File: config.mk
export PLATFORM = sky130hd
export DESIGN_NAME = flash_protection_and_download
export DESIGN_NICKNAME = d
export VERILOG_FILES = /design/src/core/flash_pkg.sv /design/src/core/flash_protection_and_download.sv
export SDC_FILE = /design/constraint.sdc
export NUM_CORES = 1
export LEC_CHECK = 0
export BUFFER_PORTS_ARGS = -buffer_cell sky130_fd_sc_hd__buf_2
export CORE_ASPECT_RATIO = 0.9
export CORE_MARGIN = 2
export CORE_UTILIZATION = 55
export CTS_BUF_LIST = sky130_fd_sc_hd__clkbuf_4
export CTS_CLUSTER_DIAMETER = 100
export CTS_CLUSTER_SIZE = 30
export DETAILED_ROUTE_END_ITERATION = 10
export HOLD_SLACK_MARGIN = 0.06
export PLACE_DENSITY = 0.75
export REMOVE_ABC_BUFFERS = 1
export SLEW_MARGIN = 0
export SYNTH_ARGS = -nofsm -noshare
export SYNTH_HDL_FRONTEND = slang
export SYNTH_SLANG_ARGS = --single-unit
File: constraint.sdc
create_clock -name i_clk_sys -period 13.6 [get_ports i_clk_sys]
set_clock_uncertainty 0.2 [all_clocks]
set_input_delay 4.08 -clock i_clk_sys [delete_from_list [all_inputs] [get_ports i_clk_sys]]
set_output_delay 4.08 -clock i_clk_sys [all_outputs]
set_load 0.02 [all_outputs]
File: src/core/flash_pkg.sv
// constants, types and state layout for the flash protection sequencer
package flash_pkg;

  // ------------------------------------------------------------
  // clock and operation times
  // ------------------------------------------------------------
  localparam int unsigned CLK_PERIOD_NS = 8;
  localparam int unsigned T_WRITE_US    = 30;
  localparam int unsigned T_READ_NS     = 100;
  localparam int unsigned T_PAGE_MS     = 20;
  localparam int unsigned T_PW_MS       = 21;
  localparam int unsigned T_ALL_MS      = 200;

  // least times, rounded up to whole cycles
  localparam logic [24:0] WRITE_CYC = 25'((T_WRITE_US * 1000
    + CLK_PERIOD_NS - 1) / CLK_PERIOD_NS);
  localparam logic [24:0] READ_CYC  = 25'((T_READ_NS
    + CLK_PERIOD_NS - 1) / CLK_PERIOD_NS);
  localparam logic [24:0] ONE_CYC   = 25'h0000001;

  // ------------------------------------------------------------
  // sfr addresses
  // ------------------------------------------------------------
  localparam logic [7:0] A_CMD     = 8'hb9;
  localparam logic [7:0] A_KEY     = 8'hba;
  localparam logic [7:0] A_PKEY    = 8'hbb;
  localparam logic [7:0] A_DATA    = 8'hbc;
  localparam logic [7:0] A_PB0     = 8'hbd;
  localparam logic [7:0] A_PB1     = 8'hbe;
  localparam logic [7:0] A_PRD     = 8'hbf;
  localparam logic [7:0] A_ADDR_LO = 8'hc6;
  localparam logic [7:0] A_ADDR_HI = 8'hc7;

  // ------------------------------------------------------------
  // codes and values
  // ------------------------------------------------------------
  localparam logic [7:0] ACCESS_KEY     = 8'h3b;
  localparam logic [7:0] EMU_LOAD       = 8'h49;
  localparam logic [7:0] EMU_STORE      = 8'h46;
  localparam logic [7:0] CMD_WRITE      = 8'h01;
  localparam logic [7:0] CMD_PAGE       = 8'h02;
  localparam logic [7:0] CMD_ALL        = 8'h03;
  localparam logic [7:0] CMD_READ       = 8'h04;
  localparam logic [7:0] CMD_PAGE_WRITE = 8'h05;
  localparam logic [7:0] CMD_PROT       = 8'h08;
  localparam logic [7:0] STAT_OK        = 8'h00;
  localparam logic [7:0] STAT_FAIL      = 8'h01;
  localparam logic [7:0] REG_RST        = 8'h00;
  localparam logic [7:0] PROT_ERASED    = 8'hff;
  localparam logic [13:0] PROT_BASE     = 14'h3ffa;
  localparam logic [2:0] PROT_LAST      = 3'h5;

  // ------------------------------------------------------------
  // types
  // ------------------------------------------------------------
  typedef enum logic [2:0] {
    FL_NONE = 3'h0, FL_READ = 3'h1, FL_WRITE = 3'h2,
    FL_PAGE = 3'h3, FL_ALL = 3'h4, FL_PAGE_WRITE = 3'h5
  } fl_op_t;

  typedef enum logic [1:0] {
    ST_BOOT = 2'b00, ST_IDLE = 2'b01, ST_RUN = 2'b10
  } state_t;

  typedef enum logic [1:0] {
    SQ_LOAD = 2'b00, SQ_CMD = 2'b01, SQ_PROT = 2'b10
  } seq_t;

  typedef struct packed {
    logic       wr;
    logic       rd;
    logic [7:0] addr;
    logic [7:0] wdata;
  } sfr_req_t;

  typedef struct packed {
    logic       valid;
    logic [7:0] code;
    logic [7:0] data;
  } emu_cmd_t;

  typedef struct packed {
    logic        start;
    fl_op_t      op;
    logic [13:0] addr;
    logic [7:0]  wdata;
    logic [31:0] keep;
  } fl_req_t;

  typedef struct packed {
    state_t         st;
    seq_t           seq;
    logic [24:0]    cnt;
    logic [2:0]     idx;
    logic           strap_s1;
    logic           strap_s2;
    logic           dl;
    logic [7:0]     stat;
    logic [7:0]     edata;
    logic [7:0]     addr_lo;
    logic [7:0]     addr_hi;
    logic [7:0]     key;
    logic [7:0]     pkey;
    logic [7:0]     pb0;
    logic [7:0]     pb1;
    logic [7:0]     prd;
    logic [7:0]     scratch;
    logic [5:0][7:0] pb;
    fl_req_t        req;
    logic [7:0]     rdata;
  } ctl_t;

  localparam ctl_t CTL_RST = '0;

endpackage

File: src/core/flash_protection_and_download.sv
// flash command sequencer with page protection and download-mode access
`timescale 1ns/1ps
`default_nettype none

module flash_protection_and_download #(
  parameter int unsigned PAGE_CYC = flash_pkg::T_PAGE_MS * 1000000
                                    / flash_pkg::CLK_PERIOD_NS,
  parameter int unsigned PW_CYC   = flash_pkg::T_PW_MS * 1000000
                                    / flash_pkg::CLK_PERIOD_NS,
  parameter int unsigned ALL_CYC  = flash_pkg::T_ALL_MS * 1000000
                                    / flash_pkg::CLK_PERIOD_NS
) (
  input  wire logic               i_clk_sys,
  input  wire logic               i_rst,
  input  wire flash_pkg::sfr_req_t i_sfr,
  output logic [7:0]              o_sfr_rdata,
  input  wire flash_pkg::emu_cmd_t i_emu,
  input  wire logic               i_serial_download_strap_n,
  input  wire logic [7:0]         i_fl_rdata,
  output flash_pkg::fl_req_t      o_fl_req,
  output logic                    o_core_hold,
  output logic                    o_download_mode,
  output logic                    o_prot_active
);

  // ------------------------------------------------------------
  // state
  // ------------------------------------------------------------
  flash_pkg::ctl_t q;        // registered state
  flash_pkg::ctl_t n;        // next state

  // ------------------------------------------------------------
  // protection decode
  // ------------------------------------------------------------
  logic            prot_act; // scheme armed by last page
  logic [31:0]     we_mask;  // one marks a write-protected page
  logic [7:0]      rd_mask;  // one marks a read-protected group
  logic [4:0]      page;     // page of the current address
  logic            pg_we;    // current page write-protected
  logic            pg_rd;    // current page read-protected
  logic [7:0]      key_src;  // key byte to program
  logic [5:0][7:0] prot_src; // bytes for the protection command
  logic [2:0]      idx_nx;   // next protection byte
  logic            pkey_ok;  // protection key satisfied

  // the scheme means nothing unless the last page is both read
  // and write protected, so a half-set map stays inert
  assign prot_act = ~q.pb[5][7] & ~q.pb[1][7];
  // a cleared bit protects; an erased byte of ones protects nothing
  assign we_mask = prot_act ? ~{q.pb[5], q.pb[4], q.pb[3], q.pb[2]}
                            : 32'h00000000;
  assign rd_mask = prot_act ? ~q.pb[1] : 8'h00;
  assign page    = q.addr_hi[5:1];
  assign pg_we   = we_mask[page];
  // the protection bytes sit in the last page, so arming it also
  // hides them from byte reads
  assign pg_rd   = rd_mask[page[4:2]];

  // once a key differs from erased the protection command can never change it
  assign key_src = (q.pb[0] == flash_pkg::PROT_ERASED) ? q.pkey
                                                        : q.pb[0];
  assign pkey_ok = (q.pb[0] == flash_pkg::PROT_ERASED) ||
                   (q.pkey == q.pb[0]);
  assign prot_src = {q.addr_hi, q.addr_lo, q.pb1, q.pb0, q.prd,
                     key_src};
  assign idx_nx  = 3'(q.idx + 3'h1);

  // ------------------------------------------------------------
  // sfr write path: core or emulator store
  // ------------------------------------------------------------
  logic       emu_ok;   // emulator command accepted
  logic       emu_st;   // emulator store this cycle
  logic       wr;       // merged write strobe
  logic [7:0] waddr;    // merged write address
  logic [7:0] wdat;     // merged write data
  logic       cmd_wr;   // write to the command sfr
  logic [13:0] fl_addr; // byte address in the array

  // the kernel is the only thing running in download mode, so the
  // emulator takes the port ahead of the core
  assign emu_ok = i_emu.valid & q.dl;
  assign emu_st = emu_ok & (i_emu.code == flash_pkg::EMU_STORE);
  assign wr     = emu_st | i_sfr.wr;
  assign waddr  = emu_st ? i_emu.data : i_sfr.addr;
  assign wdat   = emu_st ? q.scratch : i_sfr.wdata;
  assign cmd_wr = wr & (waddr == flash_pkg::A_CMD);
  assign fl_addr = {q.addr_hi[5:0], q.addr_lo};

  // ------------------------------------------------------------
  // next state
  // ------------------------------------------------------------
  always_comb begin
    n = q;
    n.req.start = 1'b0;
    // two-stage synchroniser for the strap pin
    // the first flop may be metastable; only the second is read
    n.strap_s1 = i_serial_download_strap_n;
    n.strap_s2 = q.strap_s1;

    // scratch load from the emulator
    if (emu_ok && (i_emu.code == flash_pkg::EMU_LOAD)) begin
      n.scratch = i_emu.data;
    end

    // register reads answer one cycle after the strobe
    if (i_sfr.rd) begin
      case (i_sfr.addr)
        flash_pkg::A_CMD:     n.rdata = q.stat;
        flash_pkg::A_DATA:    n.rdata = q.edata;
        flash_pkg::A_ADDR_LO: n.rdata = q.addr_lo;
        flash_pkg::A_ADDR_HI: n.rdata = q.addr_hi;
        flash_pkg::A_PKEY:    n.rdata = q.pkey;
        flash_pkg::A_PB0:     n.rdata = q.pb0;
        flash_pkg::A_PB1:     n.rdata = q.pb1;
        flash_pkg::A_PRD:     n.rdata = q.prd;
        default:              n.rdata = flash_pkg::REG_RST;
      endcase
    end

    // plain register writes; the key reads back as zero
    if (wr) begin
      case (waddr)
        flash_pkg::A_DATA:    n.edata   = wdat;
        flash_pkg::A_ADDR_LO: n.addr_lo = wdat;
        flash_pkg::A_ADDR_HI: n.addr_hi = wdat;
        flash_pkg::A_KEY:     n.key     = wdat;
        flash_pkg::A_PKEY:    n.pkey    = wdat;
        flash_pkg::A_PB0:     n.pb0     = wdat;
        flash_pkg::A_PB1:     n.pb1     = wdat;
        flash_pkg::A_PRD:     n.prd     = wdat;
        default:              n.key     = q.key;
      endcase
    end

    case (q.st)
      // read one protection byte from the array
      flash_pkg::ST_BOOT: begin
        n.req.start = 1'b1;
        n.req.op    = flash_pkg::FL_READ;
        n.req.addr  = 14'(flash_pkg::PROT_BASE + 14'(q.idx));
        n.req.wdata = flash_pkg::REG_RST;
        n.req.keep  = 32'h00000000;
        n.cnt       = flash_pkg::READ_CYC;
        n.seq       = flash_pkg::SQ_LOAD;
        n.st        = flash_pkg::ST_RUN;
      end

      // waiting for a command; command writes while busy are lost
      flash_pkg::ST_IDLE: begin
        if (cmd_wr) begin
          n.key       = flash_pkg::REG_RST;
          n.seq       = flash_pkg::SQ_CMD;
          n.st        = flash_pkg::ST_RUN;
          n.stat      = flash_pkg::STAT_OK;
          n.req.start = 1'b1;
          n.req.addr  = fl_addr;
          n.req.wdata = q.edata;
          n.req.keep  = 32'h00000000;
          n.req.op    = flash_pkg::FL_NONE;
          n.cnt       = flash_pkg::ONE_CYC;
          // a missing key refuses every command
          if (q.key != flash_pkg::ACCESS_KEY) begin
            n.req.start = 1'b0;
            n.stat      = flash_pkg::STAT_FAIL;
          end else begin
            case (wdat)
              flash_pkg::CMD_WRITE: begin
                n.req.op = flash_pkg::FL_WRITE;
                n.cnt    = flash_pkg::WRITE_CYC;
              end
              flash_pkg::CMD_PAGE: begin
                n.req.op = flash_pkg::FL_PAGE;
                n.cnt    = 25'(PAGE_CYC);
              end
              flash_pkg::CMD_PAGE_WRITE: begin
                n.req.op = flash_pkg::FL_PAGE_WRITE;
                n.cnt    = 25'(PW_CYC);
              end
              flash_pkg::CMD_READ: begin
                n.req.op = flash_pkg::FL_READ;
                n.cnt    = flash_pkg::READ_CYC;
              end
              flash_pkg::CMD_ALL: begin
                // write-protected pages are kept; the protection bytes go,
                // which is the only way back to an open part
                n.req.op   = flash_pkg::FL_ALL;
                n.req.keep = we_mask;
                n.cnt      = 25'(ALL_CYC);
              end
              flash_pkg::CMD_PROT: begin
                n.req.op    = flash_pkg::FL_WRITE;
                n.req.addr  = flash_pkg::PROT_BASE;
                // programming can only clear bits of the stored map
                n.req.wdata = prot_src[0] & q.pb[0];
                n.idx       = 3'h0;
                n.seq       = flash_pkg::SQ_PROT;
                n.cnt       = flash_pkg::WRITE_CYC;
              end
              default: begin
                n.req.start = 1'b0;
                n.stat      = flash_pkg::STAT_FAIL;
              end
            endcase
            // protected targets end as a one-cycle no-op
            if (((wdat == flash_pkg::CMD_WRITE) ||
                 (wdat == flash_pkg::CMD_PAGE) ||
                 (wdat == flash_pkg::CMD_PAGE_WRITE)) && pg_we) begin
              n.req.start = 1'b0;
              n.req.op    = flash_pkg::FL_NONE;
              n.cnt       = flash_pkg::ONE_CYC;
              n.stat      = flash_pkg::STAT_FAIL;
            end
            if ((wdat == flash_pkg::CMD_READ) && pg_rd) begin
              n.req.start = 1'b0;
              n.req.op    = flash_pkg::FL_NONE;
              n.cnt       = flash_pkg::ONE_CYC;
              n.stat      = flash_pkg::STAT_FAIL;
            end
            if ((wdat == flash_pkg::CMD_PROT) &&
                (q.dl || !pkey_ok)) begin
              n.req.start = 1'b0;
              n.req.op    = flash_pkg::FL_NONE;
              n.seq       = flash_pkg::SQ_CMD;
              n.cnt       = flash_pkg::ONE_CYC;
              n.stat      = flash_pkg::STAT_FAIL;
            end
          end
          // a refused command must not move the array request: the
          // array may look at the fields at any time, so they stand
          // until the next start pulse
          if (!n.req.start) begin
            n.req       = q.req;
            n.req.start = 1'b0;
          end
        end
      end

      // operation timing; the core is held all the while
      // counts down to one; the final count is the capture cycle
      flash_pkg::ST_RUN: begin
        if (q.cnt > flash_pkg::ONE_CYC) begin
          n.cnt = 25'(q.cnt - flash_pkg::ONE_CYC);
        end else begin
          case (q.seq)
            flash_pkg::SQ_LOAD: begin
              n.pb[q.idx] = i_fl_rdata;
              if (q.idx == flash_pkg::PROT_LAST) begin
                n.idx = 3'h0;
                n.st  = flash_pkg::ST_IDLE;
                // strap is caught once, long after reset release
                n.dl  = ~q.strap_s2;
              end else begin
                n.idx = idx_nx;
                n.st  = flash_pkg::ST_BOOT;
              end
            end
            flash_pkg::SQ_PROT: begin
              if (q.idx == flash_pkg::PROT_LAST) begin
                n.idx = 3'h0;
                n.st  = flash_pkg::ST_IDLE;
              end else begin
                n.idx       = idx_nx;
                n.req.start = 1'b1;
                n.req.addr  = 14'(flash_pkg::PROT_BASE
                                  + 14'(idx_nx));
                n.req.wdata = prot_src[idx_nx] & q.pb[idx_nx];
                n.cnt       = flash_pkg::WRITE_CYC;
              end
            end
            default: begin
              // a refused command keeps the old request, so only an
              // accepted read may load the data register
              if ((q.req.op == flash_pkg::FL_READ) &&
                  (q.stat == flash_pkg::STAT_OK)) begin
                n.edata = i_fl_rdata;
              end
              n.st = flash_pkg::ST_IDLE;
            end
          endcase
        end
      end

      default: begin
        n.st = flash_pkg::ST_BOOT;
      end
    endcase
  end

  // ------------------------------------------------------------
  // state register
  // ------------------------------------------------------------
  // one struct for all state, so reset reaches every field at once
  always_ff @(posedge i_clk_sys or posedge i_rst) begin
    if (i_rst) begin
      q <= flash_pkg::CTL_RST;
    end else begin
      q <= n;
    end
  end

  // ------------------------------------------------------------
  // outputs
  // ------------------------------------------------------------
  // hold starts in the command cycle itself so no instruction or
  // interrupt slips in; timers elsewhere keep their own clock
  assign o_core_hold = (q.st != flash_pkg::ST_IDLE) |
                       (cmd_wr & (q.st == flash_pkg::ST_IDLE));
  assign o_sfr_rdata     = q.rdata;
  assign o_fl_req        = q.req;
  assign o_download_mode = q.dl;
  assign o_prot_active   = prot_act;

endmodule

`default_nettype wire

After elaboration in Yosys (flattened, before gate mapping)
Index checks and enable logic that the tools add are counted.
Word-level totals
  memories kept: 0
  bits in registers: 229
  bits in writable memories: 0
  logic and storage cells: 216
  bits of input ports: 46
  bits in latches: 0
  memory bits (read-only): 0
Operators by class
  $lt $le $gt $ge: 6
  multipliers: 0
  mux-type cells: 82
  reductions and logical operators: 35
  $add $sub $neg: 4
  bitwise gates (word level): 15
  equal/unequal tests: 45
  shift-type cells: 0
  div/mod/pow operators: 0
Operators by type and width (number)
  $mux 8: 25
  $eq 8x8->1 const B: 18
  $mux 25: 5
  $pmux 25 s5: 1
  $mux 58: 2
  $mux 32: 3
  $mux 22: 4
  $pmux 25 s3: 1
  $pmux 22 s3: 1
  $mux 64: 1
  $pmux 32 s2: 1
  $pmux 8 s8: 1
  $mux 57: 1
  $bmux 8 s3: 2
  $bwmux 48: 1
  $not 32->32: 1
  $mux 30: 1
  $mux 27: 1
  $gt 25x1->1 const B: 1
  $sub 25x1->25 const B: 1
  $demux 8 s3: 1
  $and 8x8->8: 2
  $eq 8x2->1 const B: 2
  $eq 8x3->1 const B: 2
  46 further kinds: 108

Logic depth before layout (Yosys ltp)
  depth in word-level cells: 16
  depth in mapped cells: 11

Least setup slack after synthesis
OpenSTA, ideal clock, no wires.
  path type: in2out
  start point: in i_emu[6] (netlist bit)
  end point: out o_core_hold
  data required time: 9.320 ns
  stages on the path: 4
  arrival: 5.453 ns
  slack: 3.867 ns
  cells stage by stage: and4b_1 > or4b_2 > or2_1 > nand3_1
Between the ends
  longest elaborated chain between the ends: 5
RTL lines
  start, declared: line flash_protection_and_download.sv:17  | input wire flash_pkg::emu_cmd_t i_emu,
  $mux 8: line flash_protection_and_download.sv:84  | assign waddr = emu_st ? i_emu.data : i_sfr.addr;
  $eq 8x8->1: line flash_protection_and_download.sv:86  | assign cmd_wr = wr & (waddr == flash_pkg::A_CMD);
  $and 1x1->1: line flash_protection_and_download.sv:86
  $and 1x1->1: line flash_protection_and_download.sv:307  | (cmd_wr & (q.st == flash_pkg::ST_IDLE));
  $or 1x1->1: line flash_protection_and_download.sv:306  | assign o_core_hold = (q.st != flash_pkg::ST_IDLE) |
  end, declared: line flash_protection_and_download.sv:21  | output logic o_core_hold,
No other way between the ends.

Worst setup path after layout
Ends and elaborated chain as after synthesis.

==> results.py <==
metrics = {
    "run_status": {
        "status": "finished, final reports clean",
    },
    "clocking": {
        "hold_buffers": 0,
        "insertion_delay_ns": 0.72,
        "h-tree-depth": 1,
        "cts_buffers": 11,
        "cts_tree": "built",
        "clk_pin_slew_worst_paths_ns": 0.32,
        "cts_resized": 0,
        "cts_root_buffer": "clkbuf_4",
        "clock_sinks": 222,
        "cts_buffer_depth": 3,
        "post_cts.repair.setup_buffers": 0,
    },
    "global_route": {
        "grt_pass1_wl_mm": 54.5,
        "grt.overflow.total": 0,
        "grt_usage": 0.290,
        "grt_max_degree": 98,
        "grt.busiest_layer": "met1",
        "grt_use_met2": 0.428,
        "met1_usage": 0.434,
        "grt_pass1_vias": 9455,
        "grtUsageMet3": 0.0511,
        "antenna_found_initial": 1,
    },
    "drt": {
        "drt-wirelength-per-cell_um": 22.4,
        "drtPass1Iterations": 6,
        "ant_nets": 0,
        "route.detailed.drc": 0,
        "first_iter_violations": 1175,
        "vias": 10117,
        "viasPerCell": 6.49,
        "drt_wl_total_mm": 34.9,
    },
    "critical_path": {
        "cp_max_fo": 5,
        "r2r_slack_ns": 9.04,
        "endpoint_kind": "primary output",
        "crit_type": "input port to primary output",
        "arrival_ns": 5.90,
        "crit_path_start_kind": "input port",
        "critPathRequiredTime_ns": 9.32,
    },
    "sta": {
        "worst_pin_slew_ns": 1.21,
        "timing.final.crit_share": 0.749,
        "setup_viol": 0,
        "clock.fmax_mhz": 98.2,
        "rsz0062_at_grt": "no",
        "hold_viol": 0,
        "timing.final.crit_period_ns": 10.18,
        "slew_headroom": 0.191,
        "report.final.slew_viol_count": 0,
        "hold_ws_ns": 0.201,
        "tns_ns": 0,
    },
    "placement": {
        "place.gp.congestion": 0.980,
        "dpl.hpwl_mm": 25.1,
        "io_buffer_count": 114,
        "postPlaceCellArea_um2": 12700,
    },
    "die": {
        "pin_count": 115,
        "core_area_um2": 22400,
        "die_h_um": 147,
        "die_area_um2": 24000,
        "start_util": 0.559,
        "die_x_um": 163,
        "num_rows": 52,
    },
    "yosys": {
        "synth.most_common_cell": "dfrtp_1",
        "yosys.area.top_type_share": 0.443,
        "syn_avg_cell_area_um2": 9.99,
        "yosys_warnings": 0,
        "synth_edf_count": 0,
        "synth_top_flop_cell": "dfrtp_1",
        "ys_seq_area_frac": 0.443,
        "yosys-top-cells-count": "dfrtp_1, nand2_1, mux2_2, o21ai_0, buf_4",
        "syn_inst": 1256,
        "synth_top_area_cell": "dfrtp_1",
        "synth_area_leaders": "dfrtp_1, mux2_2, buf_4",
        "ys_seq_elements": 222,
        "async_flop_share": 1.00,
        "yosysUniqueCellTypes": 80,
        "syn_area_um2": 12500,
    },
    "layout": {
        "nNetsFinal": 1318,
        "fill_cells": 1944,
        "drive_above_1_share": 0.225,
        "synthToLayoutAreaGrowth_pct": 2.67,
        "finish.instance_area_um2": 12900,
    },
    "pwr": {
        "peakVddDrop_v": 0.0000827,
        "leakagePower_nw": 5.72,
        "powerDensity_nw_per_um2": 81.2,
    },
    "min_path": {
        "min_path_type": "flop to flop",
    },
    "flow_run": {
        "cap_violations": 0,
    },
}
state kept, by name, summed over array words and instances (netlist names):
register         flops
n                    1
fl_addr             14
q                  114
prot_src            26
o_fl_req            58
o_download_mode      1
o_sfr_rdata          8
critical path, cell delays in order:
cell and delay, ns:
buf_2 0.11, and4b_1 0.28, or4b_2 0.66, or2_1 0.31, nand3_1 0.24, buf_2 0.22
power by group:
| group | internal (mW) | switching [mW] |
|---|---|---|
| registers | 0.678 | 0.0235 |
| logic | 0.0300 | 0.0482 |
| clock network | 0.0603 | 0.205 |
cells by family (layout without fill, tap and decap cells):
| group | Yosys count | count (layout) | synth area share |
|---|---|---|---|
| buf+inv | 172 | 176 | 0.0761 |
| flops | 222 | 222 | 0.443 |
| other cells | 0 | 1 | 0 |
| xor+xnor | 11 | 11 | 0.00768 |
| compound gates | 324 | 324 | 0.174 |
| fa+ha+maj | 13 | 13 | 0.0130 |
| simple gates | 359 | 359 | 0.146 |
| mux | 155 | 155 | 0.141 |
per-stage QoR:
| step | total power, mW | std cells | worst slack, ns | util |
|---|---|---|---|---|
| 3_5_place_dp | 0.789 | 1543 | 3.45 | 0.568 |
| 2_1_floorplan | 0.749 | 1125 | 3.24 | - |
| 5_1_grt | 1.08 | 1558 | 3.38 | 0.574 |
| 3_3_place_gp | 0.786 | 1543 | 3.48 | 0.568 |
| 6_report | 1.05 | 1558 | 3.42 | 0.574 |
| 4_1_cts | 1.05 | 1557 | 3.44 | 0.574 |
path summary, 6_finish.rpt:
path / from / endpoint / cells past startpoint
hold reg to reg: n[195] / q[195] / 0
hold / removal: n[195] / q[195] / 0
setup / recovery: i_emu[6] / o_core_hold / 6
setup reg to reg: fl_addr[10] / o_fl_req[15] / 6
max in group asynchronous: i_rst / o_sfr_rdata[2] / 3
min in group asynchronous: i_rst / q[77] / 2
final cells by class:
cell class / count / area [µm²] / share of cell area
antenna: 1 / 2.50 / 0.000194
clock buffer: 11 / 82.6 / 0.00641
timing repair buffer: 121 / 623 / 0.0484
tap: 297 / 372 / 0.0288
inverter: 41 / 161 / 0.0125
sequential: 222 / 5560 / 0.431
multi-input combinational: 862 / 6040 / 0.469
clock inverter: 3 / 48.8 / 0.00379
routing by layer:
metal | share of wire | vias to the layer above | routed length (µm)
li1 | - | 4528 | -
met1 | 0.44 | 5017 | 15200
met2 | 0.45 | 504 | 15500
met3 | 0.088 | 68 | 3060
met4 | 0.030 | 0 | 1050
met5 | 0 | - | 0
layout by cell type (no fill, tap or decap), types with 20 or more instances in the layout:
cell type,n
a21oi_1,67
buf_2,114
dfrtp_1,222
inv_1,39
mux2_2,108
mux2i_1,35
nand2_1,116
nand3_1,52
nand3b_1,20
nor2_1,59
nor3_1,30
o211ai_1,22
o21ai_0,88
o2bb2ai_1,32
(Power assumes the default switching activity.)
